File: config.mk
export PLATFORM = sky130hd
export DESIGN_NAME = tfpgm_monitor
export DESIGN_NICKNAME = d
export VERILOG_FILES = /design/src/core/tfpgm_pkg.sv /design/src/core/tfpgm_monitor.sv
export SDC_FILE = /design/constraint.sdc
export NUM_CORES = 2
export LEC_CHECK = 0
export BUFFER_PORTS_ARGS = -buffer_cell sky130_fd_sc_hd__buf_2
export CAP_MARGIN = 15
export CORE_ASPECT_RATIO = 1.1
export CORE_MARGIN = 4
export CORE_UTILIZATION = 25
export CTS_CLUSTER_DIAMETER = 100
export DETAILED_ROUTE_END_ITERATION = 8
export PLACE_DENSITY = 0.5
export SLEW_MARGIN = 5
export SYNTH_ARGS = -nofsm -noshare
export SYNTH_HDL_FRONTEND = slang
export SYNTH_SLANG_ARGS = --single-unit
export TNS_END_PERCENT = 1
File: constraint.sdc
create_clock -name CLK_SYS_I -period 22.9 [get_ports CLK_SYS_I]
set_clock_uncertainty 0.2 [all_clocks]
set_input_delay 2.29 -clock CLK_SYS_I [delete_from_list [all_inputs] [get_ports CLK_SYS_I]]
set_output_delay 2.29 -clock CLK_SYS_I [all_outputs]
set_load 0.005 [all_outputs]
File: src/core/tfpgm_pkg.sv
// Package for the thermal fault and power-good monitor.
// Assumes a 50 MHz system clock and an APB slave with 32-bit data.
package tfpgm_pkg;
  // Command codes; each register sits at byte address 4 * code
  localparam logic [7:0] TFPGM_CMD_OPERATION = 8'h01;
  localparam logic [7:0] TFPGM_CMD_ON_OFF_CONFIG = 8'h02;
  localparam logic [7:0] TFPGM_CMD_CLEAR_FAULTS = 8'h03;
  localparam logic [7:0] TFPGM_CMD_ALERT_MASK = 8'h1B;
  localparam logic [7:0] TFPGM_CMD_VOUT_COMMAND = 8'h21;
  localparam logic [7:0] TFPGM_CMD_OT_FAULT_LIMIT = 8'h4F;
  localparam logic [7:0] TFPGM_CMD_OT_WARN_LIMIT = 8'h51;
  localparam logic [7:0] TFPGM_CMD_POWER_GOOD_ON = 8'h5E;
  localparam logic [7:0] TFPGM_CMD_STATUS_BYTE = 8'h78;
  localparam logic [7:0] TFPGM_CMD_STATUS_WORD = 8'h79;
  localparam logic [7:0] TFPGM_CMD_STATUS_TEMP = 8'h7D;
  localparam logic [7:0] TFPGM_CMD_READ_TEMP = 8'h8D;
  localparam logic [7:0] TFPGM_CMD_MON_CTRL = 8'hD0;
  localparam int TFPGM_IDX_SHIFT = 2;

  // Reset values
  localparam logic [7:0] TFPGM_RST_OPERATION = 8'h80;
  localparam logic [7:0] TFPGM_RST_ON_OFF_CONFIG = 8'h14;
  localparam logic [7:0] TFPGM_RST_ALERT_MASK = 8'h00;
  localparam logic [15:0] TFPGM_RST_VOUT_COMMAND = 16'h019A; // 0.4 V in 1/1024 V
  localparam logic [15:0] TFPGM_RST_OT_FAULT_LIMIT = 16'h007D;
  localparam logic [15:0] TFPGM_RST_OT_WARN_LIMIT = 16'h0069;
  localparam logic [15:0] TFPGM_RST_POWER_GOOD_ON = 16'h0168; // Lands in the 90 % bin of 0.4 V
  localparam logic [7:0] TFPGM_RST_MON_CTRL = 8'h01;

  // Field positions
  localparam int TFPGM_OP_ON_BIT = 7;
  localparam int TFPGM_CFG_CMD_BIT = 3;
  localparam int TFPGM_CFG_PIN_BIT = 2;
  localparam int TFPGM_CTRL_PGMODE_BIT = 0;
  localparam int TFPGM_CTRL_OTLATCH_BIT = 1;
  localparam int TFPGM_ST_OT_FAULT_BIT = 7;
  localparam int TFPGM_ST_OT_WARN_BIT = 6;
  localparam int TFPGM_SB_OFF_BIT = 6;
  localparam int TFPGM_SB_OV_BIT = 5;
  localparam int TFPGM_SB_OC_BIT = 4;
  localparam int TFPGM_SB_TEMP_BIT = 2;
  localparam int TFPGM_SW_PGN_BIT = 11;

  // Thresholds in tenths of a percent and in percent; analog trip point in degrees
  localparam logic [9:0] TFPGM_BIN_A = 10'd796;
  localparam logic [9:0] TFPGM_BIN_B = 10'd851;
  localparam logic [9:0] TFPGM_BIN_C = 10'd898;
  localparam logic [9:0] TFPGM_BIN_D = 10'd951;
  localparam logic [9:0] TFPGM_PERMILLE = 10'd1000;
  localparam logic [6:0] TFPGM_PCT_80 = 7'd80;
  localparam logic [6:0] TFPGM_PCT_85 = 7'd85;
  localparam logic [6:0] TFPGM_PCT_90 = 7'd90;
  localparam logic [6:0] TFPGM_PCT_95 = 7'd95;
  localparam logic [6:0] TFPGM_PCT_HYST = 7'd5;
  localparam logic [6:0] TFPGM_PCT_WIN_LO = 7'd98;
  localparam logic [6:0] TFPGM_PCT_WIN_HI = 7'd102;
  localparam logic [6:0] TFPGM_PCT_FULL = 7'd100;
  localparam logic signed [15:0] TFPGM_ANALOG_TRIP_C = 16'sd145;

  // Power-good state machine
  typedef enum logic [3:0] {
    TFPGM_PG_OFF = 4'b0001,
    TFPGM_PG_RAMP = 4'b0010,
    TFPGM_PG_GOOD = 4'b0100,
    TFPGM_PG_DROP = 4'b1000
  } tfpgm_pg_t;

  // Analog sense and fault inputs
  typedef struct packed {
    logic en;
    logic vcc_ok;
    logic oc_fault;
    logic ov_fault;
    logic analog_ot;
    logic [15:0] fb;
    logic [15:0] temp;
  } tfpgm_sense_t;

  // Whole state of the monitor
  typedef struct packed {
    logic [7:0] operation_r;
    logic [7:0] onoff_cfg_r;
    logic [7:0] alert_mask_r;
    logic [15:0] vout_cmd_r;
    logic [15:0] ot_fault_lim_r;
    logic [15:0] ot_warn_lim_r;
    logic [15:0] pg_on_r;
    logic [7:0] ctrl_r;
    logic [7:0] stat_temp_r;
    logic oc_seen_r;
    logic ov_seen_r;
    logic ot_latched_r;
    logic en_d_r;
    tfpgm_pg_t pg_st_r;
    logic [31:0] prdata_r;
    logic pslverr_r;
  } tfpgm_state_t;
endpackage : tfpgm_pkg

File: src/core/tfpgm_monitor.sv
// Thermal fault and power-good monitor with an APB register slave.
// Assumes synchronous sense inputs, feedback and setpoint in 1/1024 V,
// temperature in whole degrees (signed), and a zero-wait APB master.
//
// The APB register port and the placing of the registers were chosen for this implementation.
module tfpgm_monitor
  import tfpgm_pkg::*;
(
  // Clock, reset, enable
  input wire logic CLK_SYS_I,
  input wire logic SYS_RST_I,
  input wire logic CE_I,
  // APB slave
  input wire logic PSEL_I,
  input wire logic PENABLE_I,
  input wire logic PWRITE_I,
  input wire logic [11:0] PADDR_I,
  input wire logic [31:0] PWDATA_I,
  output logic [31:0] PRDATA_O,
  output logic PREADY_O,
  output logic PSLVERR_O,
  // Analog sensing and faults
  input wire logic EN_I,
  input wire logic VCC_OK_I,
  input wire logic OVERCURRENT_PROTECTION_I,
  input wire logic OV_FAULT_I,
  input wire logic ANALOG_OT_I,
  input wire logic [15:0] FEEDBACK_SENSE_PIN_I,
  input wire logic [15:0] TEMP_I,
  // Power stage and host signals
  output logic POWER_GOOD_OUTPUT_O,
  output logic SS_PULL_LOW_O,
  output logic CONVERT_EN_O,
  output logic ALERT_LINE_N_O
);

  tfpgm_state_t s_r;
  tfpgm_state_t s_nxt;
  tfpgm_sense_t sn;
  logic [6:0] pg_pct;
  logic powered;
  logic dig_ot;
  logic ot_trip;
  logic warn_trip;
  logic fault_any;
  logic above_upper;
  logic below_lower;
  logic in_window;
  logic [7:0] status_byte;
  logic [15:0] status_word;
  logic [7:0] alert_src;
  logic wr_acc;
  logic rd_setup;
  logic [7:0] wr_idx;
  logic [7:0] rd_idx;

  // Register index from a byte address
  function automatic logic [7:0] reg_idx(input logic [11:0] addr);
    reg_idx = addr[TFPGM_IDX_SHIFT +: 8];
  endfunction : reg_idx

  // Setpoint scaled by a percentage, in 1/1024 V times 100
  function automatic logic [22:0] scale_pct(input logic [15:0] v, input logic [6:0] p);
    scale_pct = 23'(v) * 23'(p);
  endfunction : scale_pct

  // Setpoint scaled by tenths of a percent
  function automatic logic [25:0] scale_pm(input logic [15:0] v, input logic [9:0] p);
    scale_pm = 26'(v) * 26'(p);
  endfunction : scale_pm

  // Address known to the map
  function automatic logic reg_known(input logic [7:0] idx);
    unique case (idx)
      TFPGM_CMD_OPERATION, TFPGM_CMD_ON_OFF_CONFIG, TFPGM_CMD_CLEAR_FAULTS,
      TFPGM_CMD_ALERT_MASK, TFPGM_CMD_VOUT_COMMAND, TFPGM_CMD_OT_FAULT_LIMIT,
      TFPGM_CMD_OT_WARN_LIMIT, TFPGM_CMD_POWER_GOOD_ON, TFPGM_CMD_STATUS_BYTE,
      TFPGM_CMD_STATUS_WORD, TFPGM_CMD_STATUS_TEMP, TFPGM_CMD_READ_TEMP,
      TFPGM_CMD_MON_CTRL: reg_known = 1'b1;
      default: reg_known = 1'b0;
    endcase
  endfunction : reg_known

  // Gather sense inputs
  assign sn = '{en: EN_I, vcc_ok: VCC_OK_I, oc_fault: OVERCURRENT_PROTECTION_I,
                ov_fault: OV_FAULT_I, analog_ot: ANALOG_OT_I,
                fb: FEEDBACK_SENSE_PIN_I, temp: TEMP_I};

  // Quantise the requested threshold to one of four settings
  always_comb begin
    logic [25:0] req;
    req = 26'(s_r.pg_on_r) * 26'(TFPGM_PERMILLE);
    if (!s_r.ctrl_r[TFPGM_CTRL_PGMODE_BIT]) begin
      pg_pct = TFPGM_PCT_90; // Fixed default when not programmable
    end else if (req <= scale_pm(s_r.vout_cmd_r, TFPGM_BIN_A)) begin
      pg_pct = TFPGM_PCT_80;
    end else if (req <= scale_pm(s_r.vout_cmd_r, TFPGM_BIN_B)) begin
      pg_pct = TFPGM_PCT_85;
    end else if (req <= scale_pm(s_r.vout_cmd_r, TFPGM_BIN_C)) begin
      pg_pct = TFPGM_PCT_90;
    end else if (req <= scale_pm(s_r.vout_cmd_r, TFPGM_BIN_D)) begin
      pg_pct = TFPGM_PCT_95;
    end else begin
      pg_pct = TFPGM_PCT_80;
    end
  end

  // Feedback comparisons against the quantised thresholds and the fixed start-up window
  always_comb begin
    logic [22:0] fb100;
    fb100 = scale_pct(sn.fb, TFPGM_PCT_FULL);
    above_upper = fb100 > scale_pct(s_r.vout_cmd_r, pg_pct);
    below_lower = fb100 < scale_pct(s_r.vout_cmd_r, pg_pct - TFPGM_PCT_HYST);
    in_window = (fb100 >= scale_pct(s_r.vout_cmd_r, TFPGM_PCT_WIN_LO)) &&
                (fb100 <= scale_pct(s_r.vout_cmd_r, TFPGM_PCT_WIN_HI));
  end

  // Temperature comparisons and run conditions
  always_comb begin
    dig_ot = ($signed(s_r.ot_fault_lim_r) < TFPGM_ANALOG_TRIP_C) &&
             ($signed(sn.temp) > $signed(s_r.ot_fault_lim_r));
    ot_trip = dig_ot || sn.analog_ot;
    warn_trip = $signed(sn.temp) > $signed(s_r.ot_warn_lim_r);
    powered = sn.vcc_ok && !s_r.ot_latched_r &&
              (!s_r.onoff_cfg_r[TFPGM_CFG_PIN_BIT] || sn.en) &&
              (!s_r.onoff_cfg_r[TFPGM_CFG_CMD_BIT] ||
               s_r.operation_r[TFPGM_OP_ON_BIT]);
    fault_any = sn.oc_fault || sn.ov_fault || ot_trip || s_r.ot_latched_r;
  end

  // Status summaries and alert sources
  always_comb begin
    status_byte = '0;
    status_byte[TFPGM_SB_OFF_BIT] = !powered;
    status_byte[TFPGM_SB_OV_BIT] = s_r.ov_seen_r;
    status_byte[TFPGM_SB_OC_BIT] = s_r.oc_seen_r;
    status_byte[TFPGM_SB_TEMP_BIT] = |s_r.stat_temp_r;
    status_word = {8'h00, status_byte};
    status_word[TFPGM_SW_PGN_BIT] = !(s_r.pg_st_r == TFPGM_PG_GOOD);
    alert_src = s_r.stat_temp_r;
    alert_src[TFPGM_SB_OV_BIT] = s_r.ov_seen_r;
    alert_src[TFPGM_SB_OC_BIT] = s_r.oc_seen_r;
  end

  // APB decode
  assign wr_acc = PSEL_I && PENABLE_I && PWRITE_I && CE_I;
  assign rd_setup = PSEL_I && !PENABLE_I && CE_I;
  assign wr_idx = reg_idx(PADDR_I);
  assign rd_idx = reg_idx(PADDR_I);

  // Next state of the whole monitor
  always_comb begin
    logic clear_faults;
    logic en_fall;
    s_nxt = s_r;
    clear_faults = 1'b0;
    en_fall = s_r.en_d_r && !sn.en;
    s_nxt.en_d_r = sn.en;
    // Register writes take effect in the access phase
    if (wr_acc && reg_known(wr_idx)) begin
      unique case (wr_idx)
        TFPGM_CMD_OPERATION: s_nxt.operation_r = PWDATA_I[7:0];
        TFPGM_CMD_ON_OFF_CONFIG: s_nxt.onoff_cfg_r = PWDATA_I[7:0];
        TFPGM_CMD_CLEAR_FAULTS: clear_faults = 1'b1;
        TFPGM_CMD_ALERT_MASK: s_nxt.alert_mask_r = PWDATA_I[7:0];
        TFPGM_CMD_VOUT_COMMAND: s_nxt.vout_cmd_r = PWDATA_I[15:0];
        TFPGM_CMD_OT_FAULT_LIMIT: s_nxt.ot_fault_lim_r = PWDATA_I[15:0];
        TFPGM_CMD_OT_WARN_LIMIT: s_nxt.ot_warn_lim_r = PWDATA_I[15:0];
        TFPGM_CMD_POWER_GOOD_ON: s_nxt.pg_on_r = PWDATA_I[15:0];
        TFPGM_CMD_MON_CTRL: s_nxt.ctrl_r = PWDATA_I[7:0];
        default: ; // Status and telemetry are read-only
      endcase
    end
    // Latched shutdown ends on enable toggle or operation write
    if (en_fall || (wr_acc && wr_idx == TFPGM_CMD_OPERATION)) begin
      s_nxt.ot_latched_r = 1'b0;
    end
    // Sticky status: clear first so a same-cycle event wins
    if (clear_faults) begin
      s_nxt.stat_temp_r = '0;
      s_nxt.oc_seen_r = 1'b0;
      s_nxt.ov_seen_r = 1'b0;
    end
    if (ot_trip) begin
      s_nxt.stat_temp_r[TFPGM_ST_OT_FAULT_BIT] = 1'b1;
      if (s_r.ctrl_r[TFPGM_CTRL_OTLATCH_BIT]) begin
        s_nxt.ot_latched_r = 1'b1;
      end
    end
    if (warn_trip) begin
      s_nxt.stat_temp_r[TFPGM_ST_OT_WARN_BIT] = 1'b1;
    end
    if (sn.oc_fault) begin
      s_nxt.oc_seen_r = 1'b1;
    end
    if (sn.ov_fault) begin
      s_nxt.ov_seen_r = 1'b1;
    end
    // Power-good sequence
    if (!powered || fault_any) begin
      s_nxt.pg_st_r = (!powered) ? TFPGM_PG_OFF : TFPGM_PG_DROP;
    end else begin
      unique case (s_r.pg_st_r)
        TFPGM_PG_OFF: s_nxt.pg_st_r = TFPGM_PG_RAMP;
        TFPGM_PG_RAMP: begin
          if (s_r.ctrl_r[TFPGM_CTRL_PGMODE_BIT] ? above_upper : in_window) begin
            s_nxt.pg_st_r = TFPGM_PG_GOOD;
          end
        end
        TFPGM_PG_GOOD: begin
          if (below_lower) begin
            s_nxt.pg_st_r = TFPGM_PG_DROP;
          end
        end
        TFPGM_PG_DROP: begin
          if (above_upper) begin
            s_nxt.pg_st_r = TFPGM_PG_GOOD;
          end
        end
        default: s_nxt.pg_st_r = TFPGM_PG_OFF;
      endcase
    end
    // Read data captured in the setup phase
    if (rd_setup) begin
      s_nxt.pslverr_r = !reg_known(rd_idx);
      unique case (rd_idx)
        TFPGM_CMD_OPERATION: s_nxt.prdata_r = 32'(s_r.operation_r);
        TFPGM_CMD_ON_OFF_CONFIG: s_nxt.prdata_r = 32'(s_r.onoff_cfg_r);
        TFPGM_CMD_ALERT_MASK: s_nxt.prdata_r = 32'(s_r.alert_mask_r);
        TFPGM_CMD_VOUT_COMMAND: s_nxt.prdata_r = 32'(s_r.vout_cmd_r);
        TFPGM_CMD_OT_FAULT_LIMIT: s_nxt.prdata_r = 32'(s_r.ot_fault_lim_r);
        TFPGM_CMD_OT_WARN_LIMIT: s_nxt.prdata_r = 32'(s_r.ot_warn_lim_r);
        TFPGM_CMD_POWER_GOOD_ON: s_nxt.prdata_r = 32'(s_r.pg_on_r);
        TFPGM_CMD_STATUS_BYTE: s_nxt.prdata_r = 32'(status_byte);
        TFPGM_CMD_STATUS_WORD: s_nxt.prdata_r = 32'(status_word);
        TFPGM_CMD_STATUS_TEMP: s_nxt.prdata_r = 32'(s_r.stat_temp_r);
        TFPGM_CMD_READ_TEMP: s_nxt.prdata_r = 32'(sn.temp);
        TFPGM_CMD_MON_CTRL: s_nxt.prdata_r = 32'(s_r.ctrl_r);
        default: s_nxt.prdata_r = '0;
      endcase
    end
  end

  // State register, frozen while the clock enable is low
  always_ff @(posedge CLK_SYS_I or posedge SYS_RST_I) begin
    if (SYS_RST_I) begin
      s_r <= '{operation_r: TFPGM_RST_OPERATION, onoff_cfg_r: TFPGM_RST_ON_OFF_CONFIG,
               alert_mask_r: TFPGM_RST_ALERT_MASK, vout_cmd_r: TFPGM_RST_VOUT_COMMAND,
               ot_fault_lim_r: TFPGM_RST_OT_FAULT_LIMIT,
               ot_warn_lim_r: TFPGM_RST_OT_WARN_LIMIT, pg_on_r: TFPGM_RST_POWER_GOOD_ON,
               ctrl_r: TFPGM_RST_MON_CTRL, stat_temp_r: 8'h00, oc_seen_r: 1'b0,
               ov_seen_r: 1'b0, ot_latched_r: 1'b0, en_d_r: 1'b0,
               pg_st_r: TFPGM_PG_OFF, prdata_r: 32'h0000_0000, pslverr_r: 1'b0};
    end else if (CE_I) begin
      s_r <= s_nxt;
    end
  end

  // Outputs; over-current gates power-good and soft-start at once
  assign PRDATA_O = s_r.prdata_r;
  assign PREADY_O = CE_I;
  assign PSLVERR_O = s_r.pslverr_r && PSEL_I && PENABLE_I;
  assign POWER_GOOD_OUTPUT_O = (s_r.pg_st_r == TFPGM_PG_GOOD) && !fault_any;
  assign SS_PULL_LOW_O = sn.oc_fault || !powered;
  assign CONVERT_EN_O = powered && !sn.ov_fault;
  assign ALERT_LINE_N_O = !(|(alert_src & ~s_r.alert_mask_r));
endmodule : tfpgm_monitor

== Yosys cells after proc, flatten, opt, wreduce, memory -nomap -nowiden ==
Index checks and enable logic that the tools add are counted.

* Reduce and logical (&&, ||, !) cells: 58
* Eq/ne operators: 20
* Bitwise logic cells: 2
* Mux-type cells: 25
* Order comparisons: 11
* $add $sub $neg: 1
* Multipliers: 10

{| class="wikitable"
|+ Operators by type and width
! cell !! count
|-
| 16-bit one-hot mux with 12 select lines || 1
|-
| 26-bit less-or-equal comparator || 4
|-
| 16-bit by 10-bit multiplier with 26-bit output, second input constant || 2
|-
| 8-bit by 7-bit == test with 1-bit output, second input constant || 6
|-
| 16-bit by 7-bit multiplier with 23-bit output || 2
|-
| 16-bit by 6-bit multiplier with 22-bit output, second input constant || 2
|-
| 4-bit two-way mux || 10
|-
| 16-bit greater-than comparator || 2
|-
| 16-bit by 9-bit multiplier with 25-bit output, second input constant || 1
|-
| 16-bit by 8-bit multiplier with 24-bit output, second input constant || 1
|-
| 3-bit AND reduction || 8
|-
| 23-bit >= comparator || 1
|-
| 23-bit greater-than comparator || 1
|-
| 23-bit less-or-equal comparator || 1
|-
| 23-bit < comparator || 1
|-
| 16-bit by 7-bit multiplier with 23-bit output, second input constant || 1
|-
| 16-bit by 5-bit multiplier with 21-bit output, second input constant || 1
|-
| 1-bit logical AND || 17
|-
| 8-bit by 2-bit == test with 1-bit output, second input constant || 2
|-
| 8-bit == test, second input constant || 2
|-
| 16-bit by 9-bit < comparator with 1-bit output, second input constant || 1
|-
| 4-bit one-hot mux with 4 select lines || 1
|-
| 13-bit OR reduction || 1
|-
| 1-bit two-way mux || 12
|-
| other kinds (19) || 46
|}

* Bits of input ports: 87
* Word-level logic and storage cells: 144
* Output and inout port bits: 38
* Bits in registers: 139

== Longest topological paths before layout ==
* Depth after elaboration: 13
* Depth in mapped cells: 62
* Depth with buffers taken out: 59

== Worst setup path after synthesis ==
No wires, ideal clock.

* Path type: reg-to-reg
* From: reg s_r[106] (netlist bit)
* To: reg s_r[35] (netlist bit)
* Arrival: 13370 ps
* Library setup time: 120 ps
* Clock period less this slack: 13691 ps
* Buffers on the path: 2
* Slack: 9209 ps
* Cell stages (with the launch flop): 58
* Data required time: 22580 ps
* Path through: dfstp_2 inv_1 fa_1 fa_1 inv_1 fa_1 inv_1 fa_1 inv_1 fa_1 ha_1 nand4_1 or3_1 a31oi_1 a21oi_1 a21oi_1 nand4_1 nand4b_1 (+22 left out) or3_1 a311oi_1 o31ai_1 nand2_1 a21oi_1 a21oi_1 xor2_1 ha_1 a21o_1 a21oi_1 nor2b_1 o21ai_0 nand2b_1 a21oi_1 o21ai_0 nand2b_1 nand3_1 a31o_2

* Word-level cells in the longest chain between the ends: 12
* Elaborated cells between the ends (all ways): 28
* Those cells by class: add/sub (1); mul (8); order compare (8); eq/ne (3); mux (6); reduce/logical (2)

{| class="wikitable"
|+ RTL lines
! item !! line !! source
|-
| start, declared || tfpgm_monitor.sv:37 || <nowiki>tfpgm_state_t s_r;</nowiki>
|-
| start signal, assigned || tfpgm_monitor.sv:247 || <nowiki>s_r <= '{operation_r: TFPGM_RST_OPERATION, onoff_cfg_r: TFPGM_RST_ON_OFF_CONFIG,</nowiki>
|-
| start signal, assigned || tfpgm_monitor.sv:255 || <nowiki>s_r <= s_nxt;</nowiki>
|-
| 16-bit by 10-bit multiplier with 26-bit output || tfpgm_monitor.sv:69 || <nowiki>scale_pm = 26'(v) * 26'(p);</nowiki>
|-
| 26-bit less-or-equal comparator || tfpgm_monitor.sv:101 || <nowiki>end else if (req <= scale_pm(s_r.vout_cmd_r, TFPGM_BIN_D)) begin</nowiki>
|-
| 4-bit two-way mux || tfpgm_monitor.sv:101 ||
|-
| 4-bit two-way mux || tfpgm_monitor.sv:99 || <nowiki>end else if (req <= scale_pm(s_r.vout_cmd_r, TFPGM_BIN_C)) begin</nowiki>
|-
| 4-bit two-way mux || tfpgm_monitor.sv:97 || <nowiki>end else if (req <= scale_pm(s_r.vout_cmd_r, TFPGM_BIN_B)) begin</nowiki>
|-
| 4-bit two-way mux || tfpgm_monitor.sv:95 || <nowiki>end else if (req <= scale_pm(s_r.vout_cmd_r, TFPGM_BIN_A)) begin</nowiki>
|-
| 4-bit two-way mux || tfpgm_monitor.sv:93 || <nowiki>if (!s_r.ctrl_r[TFPGM_CTRL_PGMODE_BIT]) begin</nowiki>
|-
| 7-bit by 3-bit subtractor with 7-bit output or 16-bit by 7-bit multiplier with 23-bit output (tied branches) || tfpgm_monitor.sv:113, tfpgm_monitor.sv:64 ||
|-
| 16-bit by 7-bit multiplier with 23-bit output or 23-bit greater-than comparator (tied branches) || tfpgm_monitor.sv:64, tfpgm_monitor.sv:112 ||
|-
| 23-bit < comparator or 1-bit two-way mux (tied branches) || tfpgm_monitor.sv:113, tfpgm_monitor.sv:206 ||
|-
| 3-bit != test (no line) || - ||
|-
| 4-bit AND reduction (no line) (*) || - ||
|}

Mark *: on every way between the ends. The rest lies on a longest branch, timed or not.
A chain may end at the register's enable or synchronous reset.

== Final worst setup path ==
* From: reg s_r[108] (netlist bit)
* To: reg s_r[35] (netlist bit)

The elaborated chain is that of the path after synthesis.

==> results.toml <==
[power]
ir_worst_vdd_mv = 0.0467
power_mw = 0.887
p_leak_nw = 18.6
p_per_area_nw_per_um2 = 25.2

[die]
core-area_um2 = 127000
die_w_um = 349
rows = 137
initial_utilization_pct = 25.2
dieArea_um2 = 134000
die_h_um = 383
io_pins = 125

[finish]
multi_input_area_um2 = 26100
antenna_cells = 0
fill_cells = 13500
layout_common_cells = "687 x ha_1, 658 x inv_1, 369 x fa_1, 199 x nand2_1, 161 x nor2_1"
area_growth_pct = 9.89
seqCellArea_um2 = 3110
layout.nets = 4748
stdcell_area_um2 = 35100
final_common_cell = "ha_1"
drive_above_1_share_pct = 7.96

[routing]
drtIter0Drc = 1478
ant_nets = 0
routed_wl_um = 99600
drcViolationCount = 0
dr.pass1.iters = 6
via_count = 24900
via_per_inst = 4.71
routedWlPerCell_um = 18.8

[clock_network]
path_clk_slew_ns = 0.06
htree_levels = 4
clockBufferDepth = 2
clk-insertion-delay-late_ns = 0.43
cts_setup_buffers = 0
tritoncts = "yes"
cts.sinks = 123
cts-root-buf = "clkbuf_16"
cts_hold_buf = 0
ctsResizeCount = 0
numCtsBuffers = 17

[critical_path]
reg2reg_setup_slack_ns = 5.68
rr_endpoint = "s_r[35]$_DFFE_PP0P_"
critPathMaxStageDelay_ns = 0.85
cp.arrival_ns = 17.34
worstRegToRegCells = 54
worstPathRequired_ns = 23.02
rr_startpoint = "s_r[108]$_DFFE_PP1P_"
cp-end-kind = "register"
worstPathMaxFanout = 20
cp-start-kind = "register"
cp_common_cell = "fa_1"
crit_type = "reg2reg"
critPathSlowestCell = "o41ai_1"

[logic_synthesis]
synthAdderAreaFrac_pct = 50.0
synth_xor_area_share_pct = 4.49
synth_ff_type = "dfrtp_1"
post_synth.cell_area_avg_um2 = 9.13
synthSimpleGateAreaFrac_pct = 11.1
ys_seq_area_share_pct = 9.72
synth_compound_area_share_pct = 13.6
synthDistinctLibCells = 86
yosys_warnings = 0
synth_top_family_by_area = "adder cells"
ys_ff_latch = 123
syn_inst = 3503
muxShareOfSynthArea_pct = 2.28
synth_edf_count = 0
synth_area_um2 = 32000
synthArstFlopShare_pct = 100

[placement]
pre_cts_ws_ns = 5.55
dpl_cell_area_um2 = 34500
dp_hpwl_um = 82900
portBuffers = 88
gp_congestion = 0.891

[timing]
final_max_slew_viol_count = 0
worst_slack_ns = 5.68
fmax_mhz = 58.1
worstMarginPinSlew_ns = 1.15
finalSetupViolations = 0
min_period_ns = 17.22
holdWs_ns = 0.271
relSlewSlack_pct = 23.6
hold_violations = 0
finalCritPeriodShare_pct = 75.2
setup_tns_ns = 0
rsz0062_at_grt = "false"

[hold_path]
hold_class = "reg2reg"
worstHoldStart = "PRDATA_O[14]$_DFFE_PP0P_"
hold_depth = 2
hold_end = "PRDATA_O[14]$_DFFE_PP0P_"

[outcome]
status = "finished clean"

[job]
drv_cap = 0

[grt]
grt_pass1_vias = 25800
gr-total-overflow = 0
grt_start_max_net_pins = 68
grt.total_usage_pct = 14.9
grt_pass1_wl_um = 155000
antenna_found_initial = 0
sequential cells by signal, summed over array words and instances, names as in the netlist:
register	cells
s_r	103
PRDATA_O	16
alert_src	4
critical path, delay by kind of cell, from the launching register on:
family | cells | cell delay (ns)
fa+ha+maj | 13 | 5.84
simple gates | 15 | 3.77
xor+xnor | 2 | 0.18
flops | 1 | 0.81
buf+inv | 8 | 1.59
compound gates | 16 | 4.66
cells by family after synthesis:
family                   count (synthesis)
AO/OA/AOI/OAI                          658
XOR/XNOR                               164
adder cells (fa/ha/maj)               1056
buffers and inverters                  721
flip-flops                             123
multiplexers                            65
other                                    1
AND/OR/NAND/NOR                        715
worst max-delay path by stage:
stage / start / endpoint / slack, ns / depth (start not counted)
floorplan: s_r[106]$_DFFE_PP1P_ / s_r[35]$_DFFE_PP0P_ / 9.21 / 57
global placement: s_r[108]$_DFFE_PP1P_ / s_r[35]$_DFFE_PP0P_ / 5.59 / 54
detailed placement: s_r[108]$_DFFE_PP1P_ / s_r[35]$_DFFE_PP0P_ / 5.55 / 52
CTS: s_r[108]$_DFFE_PP1P_ / s_r[35]$_DFFE_PP0P_ / 5.50 / 52
global route: s_r[108]$_DFFE_PP1P_ / s_r[33]$_DFFE_PP1P_ / 4.57 / 52
finish: s_r[108]$_DFFE_PP1P_ / s_r[35]$_DFFE_PP0P_ / 5.68 / 54
metrics by stage:
stage / std cells / util, %
after CTS: 5285 / 27.7
after detailed placement: 5254 / 27.2
after global placement: 5254 / 27.2
after global routing: 5285 / 27.7
after floorplan: 3518 / -
final: 5285 / 27.7
area by class of cell:
type	instances	share of cell area, %
multi-input cells	2674	74.3
flip-flops and latches	123	8.85
inverters	660	7.06
well taps	1668	5.94
repair buffers	129	2.13
clock buffers	17	1.21
clock inverters	14	0.491
report_power, final:
part	switching, mW	total [mW]	internal [mW]
Combinational	0.243	0.388	0.145
Sequential	0.00118	0.220	0.219
Clock	0.108	0.279	0.171
cell usage after synthesis, drive strengths merged, types with 12 or more instances:
cell type | number | area share, %
ha | 687 | 27
a31oi | 23 | 0.45
o211ai | 15 | 0.35
dfstp | 24 | 2.0
nor3 | 59 | 0.99
a21boi | 14 | 0.33
o21bai | 13 | 0.32
buf | 39 | 0.87
a21oi | 153 | 2.4
nor4 | 13 | 0.31
nand4 | 38 | 0.74
a22oi | 28 | 0.66
a222oi | 12 | 0.38
nor2b | 40 | 0.81
and3 | 22 | 0.43
a221oi | 19 | 0.52
nand2 | 201 | 2.4
mux2 | 64 | 2.3
and2 | 25 | 0.49
xnor2 | 77 | 2.1
o21ai | 159 | 2.5
inv | 659 | 7.7
nor2 | 162 | 1.9
nand3 | 56 | 0.88
dfrtp | 99 | 7.7
a211oi | 15 | 0.35
or3 | 26 | 0.51
a21o | 98 | 2.3
xor2 | 87 | 2.4
o21a | 21 | 0.49
clkbuf | 22 | 0.26
fa | 369 | 23
nand2b | 33 | 0.65
routing by layer:
layer	global-route usage, %	wire length, um	share of wire, %	up-vias
met5	0	0	0	-
met1	20.3	45600	46	12200
met4	3.40	2550	2.6	0
met3	1.32	3540	3.6	90
met2	25.7	47900	48	484
li1	-	-	-	12100
Note: power is estimated with default switching activity, not from simulation.
